## src/core/obr_pkg.sv

```systemverilog
// Package with constants for the octet bus register
// Contract
// The block holds an eight-bit word in edge-triggered cells, one data input and one output line per bit.
// With capture enable low and clear inactive, every cell loads its input on each rising clock edge; the code also needs control bit 0 low, reset 1.
// With capture enable high, clock edges are ignored and the word holds until enabled again or cleared.
// A build parameter selects storing the input as presented or storing its complement.
// Clear low forces all stored bits to zero at once, without a clock edge and regardless of other inputs.
// Outputs float while any of the three drive enables is high and drive the word only when all are low.
// The drive enables never affect storage; capture, hold and clear work the same while floating.
// The float condition appears as a per-bit drive-enable output beside the stored word, not a tristate net.
package obr_pkg;
	localparam int                WORD_WIDTH  = 8;
	localparam logic [7:0]        WORD_RESET  = 8'h00;
	localparam bit                INVERT_DFLT = 1'b0;
	localparam int                APB_AW      = 12;
	// Register byte addresses
	localparam logic [11:0]       CTRL_ADDR   = 12'h000;
	localparam logic [11:0]       STATUS_ADDR = 12'h004;
	localparam logic [11:0]       WORD_ADDR   = 12'h008;
	// Control field positions
	localparam int                CTRL_CAPEN_BIT = 0;
	localparam int                CTRL_DRVA_BIT  = 1;
	localparam int                CTRL_DRVB_BIT  = 2;
	localparam int                CTRL_DRVC_BIT  = 3;
	localparam int                CTRL_ZERO_BIT  = 4;
	// Control reset: capture disabled, all drivers off, clear inactive
	localparam logic [4:0]        CTRL_RESET  = 5'h1f;
	// Status field positions
	localparam int                STAT_FLOAT_BIT = 0;
endpackage : obr_pkg

```

## src/core/obr_cell.sv

```systemverilog
// One storage bit with async zero and capture enable
module obr_cell #(
	parameter bit INVERT = 1'b0
) (
	input  wire logic clk_in,
	input  wire logic resetn_in,
	input  wire logic zero_n_in,
	input  wire logic capture_n_in,
	input  wire logic d_in,
	output logic      q_out
);
	wire logic clr_n;
	wire logic d_eff;

	// Bus reset and clear both act asynchronously
	assign clr_n = resetn_in & zero_n_in;
	assign d_eff = INVERT ? ~d_in : d_in;

	always_ff @(posedge clk_in or negedge clr_n) begin
		if (!clr_n)
			q_out <= 1'b0;
		else if (!capture_n_in)
			q_out <= d_eff;
		// Otherwise hold
	end
endmodule // obr_cell

```

## src/core/obr_top.sv

```systemverilog
// Octet bus register with three drive enables and an APB control port
module obr_top #(
	parameter int WIDTH  = obr_pkg::WORD_WIDTH,
	parameter bit INVERT = obr_pkg::INVERT_DFLT
) (
	// Clock and reset
	input  wire logic                       CLK_IN,
	input  wire logic                       RESETN_IN,
	// APB slave
	input  wire logic                       PSEL_IN,
	input  wire logic                       PENABLE_IN,
	input  wire logic                       PWRITE_IN,
	input  wire logic [obr_pkg::APB_AW-1:0] PADDR_IN,
	input  wire logic [31:0]                PWDATA_IN,
	output logic      [31:0]                PRDATA_OUT,
	output logic                            PREADY_OUT,
	output logic                            PSLVERR_OUT,
	// Pins: data in, async clear, capture and drive enables
	input  wire logic [WIDTH-1:0]           DATA_IN,
	input  wire logic                       ASYNC_ZERO_N_IN,
	input  wire logic                       CAPTURE_ENABLE_N_IN,
	input  wire logic                       DRIVE_ENABLE_A_N_IN,
	input  wire logic                       DRIVE_ENABLE_B_N_IN,
	input  wire logic                       DRIVE_ENABLE_C_N_IN,
	// Bus side
	output logic      [WIDTH-1:0]           WORD_OUT,
	output logic      [WIDTH-1:0]           WORD_OE_OUT
);
	logic [4:0]       ctrl_q;
	logic [4:0]       ctrl_d;
	wire  logic [WIDTH-1:0] word;
	wire  logic       capture_enable_n;
	wire  logic       async_zero_n;
	wire  logic       combined_float_request;
	wire  logic       wr_en;
	wire  logic       hit_ctrl;
	wire  logic       hit_status;
	wire  logic       hit_word;
	wire  logic       unmapped;
	wire  logic [31:0] rd_mux;

	// Pin and software controls combine: either side can disable capture or drive, and either side can clear
	assign capture_enable_n = CAPTURE_ENABLE_N_IN | ctrl_q[obr_pkg::CTRL_CAPEN_BIT];
	assign async_zero_n     = ASYNC_ZERO_N_IN & ctrl_q[obr_pkg::CTRL_ZERO_BIT];
	assign combined_float_request = DRIVE_ENABLE_A_N_IN | DRIVE_ENABLE_B_N_IN | DRIVE_ENABLE_C_N_IN
		| ctrl_q[obr_pkg::CTRL_DRVA_BIT] | ctrl_q[obr_pkg::CTRL_DRVB_BIT]
		| ctrl_q[obr_pkg::CTRL_DRVC_BIT];

	genvar i;
	generate
		for (i = 0; i < WIDTH; i++) begin : g_bit
			// Drive enables are not wired here, so storage ignores them
			obr_cell #(.INVERT(INVERT)) u_cell (
				.clk_in       (CLK_IN),
				.resetn_in    (RESETN_IN),
				.zero_n_in    (async_zero_n),
				.capture_n_in (capture_enable_n),
				.d_in         (DATA_IN[i]),
				.q_out        (word[i])
			);
		end
	endgenerate

	assign WORD_OUT    = word;
	assign WORD_OE_OUT = {WIDTH{~combined_float_request}};

	// APB decode; slave always ready, unmapped access errors
	assign hit_ctrl    = PADDR_IN == obr_pkg::CTRL_ADDR;
	assign hit_status  = PADDR_IN == obr_pkg::STATUS_ADDR;
	assign hit_word    = PADDR_IN == obr_pkg::WORD_ADDR;
	assign unmapped    = ~(hit_ctrl | hit_status | hit_word);
	assign wr_en       = PSEL_IN & PENABLE_IN & PWRITE_IN & hit_ctrl;
	assign ctrl_d      = wr_en ? PWDATA_IN[4:0] : ctrl_q;
	assign rd_mux      = hit_ctrl   ? {27'h0, ctrl_q}
		: hit_status ? {31'h0, combined_float_request}
		: hit_word   ? {{(32-WIDTH){1'b0}}, word}
		: 32'h0;
	assign PREADY_OUT  = 1'b1;
	assign PSLVERR_OUT = PSEL_IN & PENABLE_IN & unmapped;

	always_ff @(posedge CLK_IN or negedge RESETN_IN) begin
		if (!RESETN_IN)
			ctrl_q <= obr_pkg::CTRL_RESET;
		else
			ctrl_q <= ctrl_d;
	end

	// Read data registered in setup phase so it is stable in access
	always_ff @(posedge CLK_IN or negedge RESETN_IN) begin
		if (!RESETN_IN)
			PRDATA_OUT <= 32'h0;
		else if (PSEL_IN & ~PENABLE_IN & ~PWRITE_IN)
			PRDATA_OUT <= rd_mux;
	end
endmodule // obr_top

```

## config.mk

```make
export PLATFORM = sky130hd
export DESIGN_NAME = obr_top
export DESIGN_NICKNAME = d
export VERILOG_FILES = /design/src/core/obr_pkg.sv /design/src/core/obr_cell.sv /design/src/core/obr_top.sv
export SDC_FILE = /design/constraint.sdc
export NUM_CORES = 1
export LEC_CHECK = 0
export BUFFER_PORTS_ARGS = -buffer_cell sky130_fd_sc_hd__buf_2
export CAP_MARGIN = 20
export CORE_MARGIN = 2
export CORE_UTILIZATION = 40
export DETAILED_ROUTE_END_ITERATION = 10
export GPL_TIMING_DRIVEN = 0
export HOLD_SLACK_MARGIN = 0.06
export PLACE_DENSITY = 0.84
export SYNTH_ARGS = -nofsm -noshare
export SYNTH_HDL_FRONTEND = slang
export SYNTH_HIERARCHICAL = 1
export SYNTH_SLANG_ARGS = --single-unit
export TNS_END_PERCENT = 50
```

## constraint.sdc

```tcl
create_clock -name CLK_IN -period 4.4 [get_ports CLK_IN]
set_clock_uncertainty 0.1 [all_clocks]
set_input_delay 0.22 -clock CLK_IN [delete_from_list [all_inputs] [get_ports CLK_IN]]
set_output_delay 0.22 -clock CLK_IN [all_outputs]
set_load 0.02 [all_outputs]
```

==> impl_results.md <==
- Vias in the first global route: 1,040
- First-pass GRT wire length: 4420 um
- Setup TNS: 0 ns
- Avg WL per Cell: 10.6 um
- Lkg Pwr: 1.07 nW
- Crit path launch type: register
- CP required: 4.08 ns
- Hold_buf cts: 15
- CTS tree: built
- Final slew viol count: 0
- Worst-path fanout max: 9
- H-tree depth: 1
- Hold WC Path Type: in -> reg
- Clock Tree Buf Depth: 2
- Yosys reg bits: 21
- Count leader, synth: buf_4
- CTS resizes: 0
- Post-synth cell types: 25
- Gate count after technology mapping: 120
- Hold_sp: PADDR_IN[6]
- CP startpoint: ctrl_q[3]
- # setup viols final: 0
- Fmax: 394 MHz
- Synthesized-area fraction occupied by and/or/nand/nor cells: 16.8%
- Final hold vios: 0
- Critical path cell sequence: or4_1 -> nor3_1 -> buf_4 -> buf_2
- Die width: 60.3 um
- Period minus WS final: 2.54 ns
- Status: completed
- Synthesized-area fraction occupied by adder cells: 0%
- Sequential-to-total area share from yosys stat: 41.9%
- Final Wtd Congestion: 0.711
- Post-synth EDFFs: 0
- Share of cells above drive strength 1: 52.9%
- Total GRT Usage: 16.1%
- Yosys Warn Count: 6
- Top-area cell type share of the netlist area: 31.5%
- Worst-Skew Late Latency: 0.30 ns
- DR vias/cell: 4.09
- Rows: 20
- Syn Std Cell Area: 1270 um^2
- Crit-path slowest cell: nor3_1
- Drt total wl: 2820 um
- Via count: 1,085
- Final instance area: 1880 um^2
- Starting Density: 41.9%
- Largest stage delay, worst path: 0.63 ns
- P per Cell Area: 223 nW/um^2
- Area added between synthesis and finish: 48.4%
- Drt pass-1 iters: 4
- # diodes: 0
- Mapped Avg Cell Area: 10.6 um^2
- GRT overflow: 0
- Largest net degree at the start of global routing: 22
- Ys flop type: dfrtp_1
- Clk slew on worst S/H paths: 0.12 ns
- Final nets: 284
- Post-DP HPWL: 2170 um
- Mux contribution to synthesized area: 17.0%
- Core area: 3030 um^2
- Reg-to-Reg Start: ctrl_q[3]
- R2R Setup Slk: 2.32 ns
- Synth Area in Compound Gates: 4.14%
- Worst-margin pin slew: 0.793 ns
- Fin crit share: 57.7%
- IO Port Bufs: 59
- Worst path arrival time: 2.22 ns
- Total die area: 3640 um^2
- Synth top area cells: dfrtp_1 (32%), buf_4 (19%), dfstp_2 (10%), mux2_4 (9.5%), and2_1 (4.4%)
- IO Pins: 112
- Die Height: 60.3 um
- Initial antenna violation count: 0
- Post-CTS setup buffers: 0
- Post-synth ARST share: 100%
- Drt drc: 0
- DP Area: 1710 um^2
- Antenna viol nets, final: 0
- Crit Path Class: reg -> out
- Largest family of logic cells by synthesized area: buffers and inverters
- Min Hold Slack: 0.114 ns
- Most common library cells after synthesis: buf_4 (32), dfrtp_1 (16), nand2_1 (13)
- Worst Setup End Kind: output port
- RSZ-0062 raised after global routing: false
- Area leader, netlist: dfrtp_1
- Synth Area in XOR/XNOR: 0%
- Worst vdd ir: 0.168 mV
- Max_cap viols: 0
- CTS Buf Count: 3
- Clock Sinks: 21
- Starting DRT DRC Count: 19
- CTS root buf: clkbuf_4
- Slew HR: 46.7%
-- per-stage QoR --
step           total power, W  cells  utilization (%)  worst slack, ns
6_report             0.000421    265             62.2             1.86
3_5_place_dp         0.000321    246             56.4             2.19
5_1_grt              0.000440    265             62.2             1.72
4_1_cts              0.000422    265             62.2             1.84
2_1_floorplan        0.000287    143                -             2.07
3_3_place_gp         0.000320    246             56.4             2.22
-- cell type report --
cell class	count	area, um^2
Buffer	33	244
Clock buffer	3	22.5
Clock inverter	1	5.00
Fill cell	265	1140
Inverter	1	3.75
Multi-Input combinational cell	88	577
Sequential cell	21	532
Tap cell	44	55.1
Timing Repair Buffer	74	445
-- layer usage --
metal | share of wire, % | wire length, um | up-vias | GRT usage (%)
met5 | 0 | 0 | - | 0
met4 | 0.60 | 17 | 0 | 4.76
met3 | 7.3 | 205 | 2 | 3.84
met2 | 54 | 1530 | 43 | 30.3
met1 | 38 | 1070 | 488 | 17.9
li1 | - | - | 552 | -
-- registers in the layout, summed over array words and instances (netlist names) --
name and cells:
PRDATA_OUT 8, g_bit.u_cell/q_out 8, ctrl_q 5
-- final timing paths --
| kind | end | depth (start not counted) |
|---|---|---|
| max | WORD_OE_OUT[4] | 4 |
| min | PRDATA_OUT[0] | 4 |
| max reg2reg | PRDATA_OUT[0] | 4 |
| min reg2reg | PRDATA_OUT[0] | 2 |
| max in group asynchronous | g_bit[1].u_cell/q_out | 3 |
| min in group asynchronous | PRDATA_OUT[2] | 2 |
-- kinds of logic (layout without fill, tap and decap cells) --
logic type,count (synthesis),count (layout)
buffers and inverters,34,112
AOI/OAI and AO/OA,9,9
DFF,21,21
other,2,25
muxes,17,17
and+or+nand+nor,37,37
-- layout by cell type (no fill, tap or decap), drive strengths merged, types with 5 or more instances in the layout --
master       instances
dlygate4sd3         15
dfstp                5
dfrtp               16
o21ai                7
conb                25
nand2               13
buf                 91
mux2                13
and2                 9
-- worst max-delay path: cells and delay by family (launching register included) --
family | cells | cell delay [ns]
buffers and inverters | 2 | 0.37
DFF | 1 | 0.39
and+or+nand+nor | 2 | 1.15
-- power by group --
| group | internal (W) | leakage, nW | switching (W) | total, W |
|---|---|---|---|---|
| clock | 0.0000339 | 0.0177 | 0.0000582 | 0.0000921 |
| sequential | 0.000201 | 0.266 | 0.00000635 | 0.000207 |
| combinational | 0.0000604 | 0.790 | 0.0000612 | 0.000122 |
| total | 0.000295 | 1.07 | 0.000126 | 0.000421 |
Power figures use the tool's default switching activity.
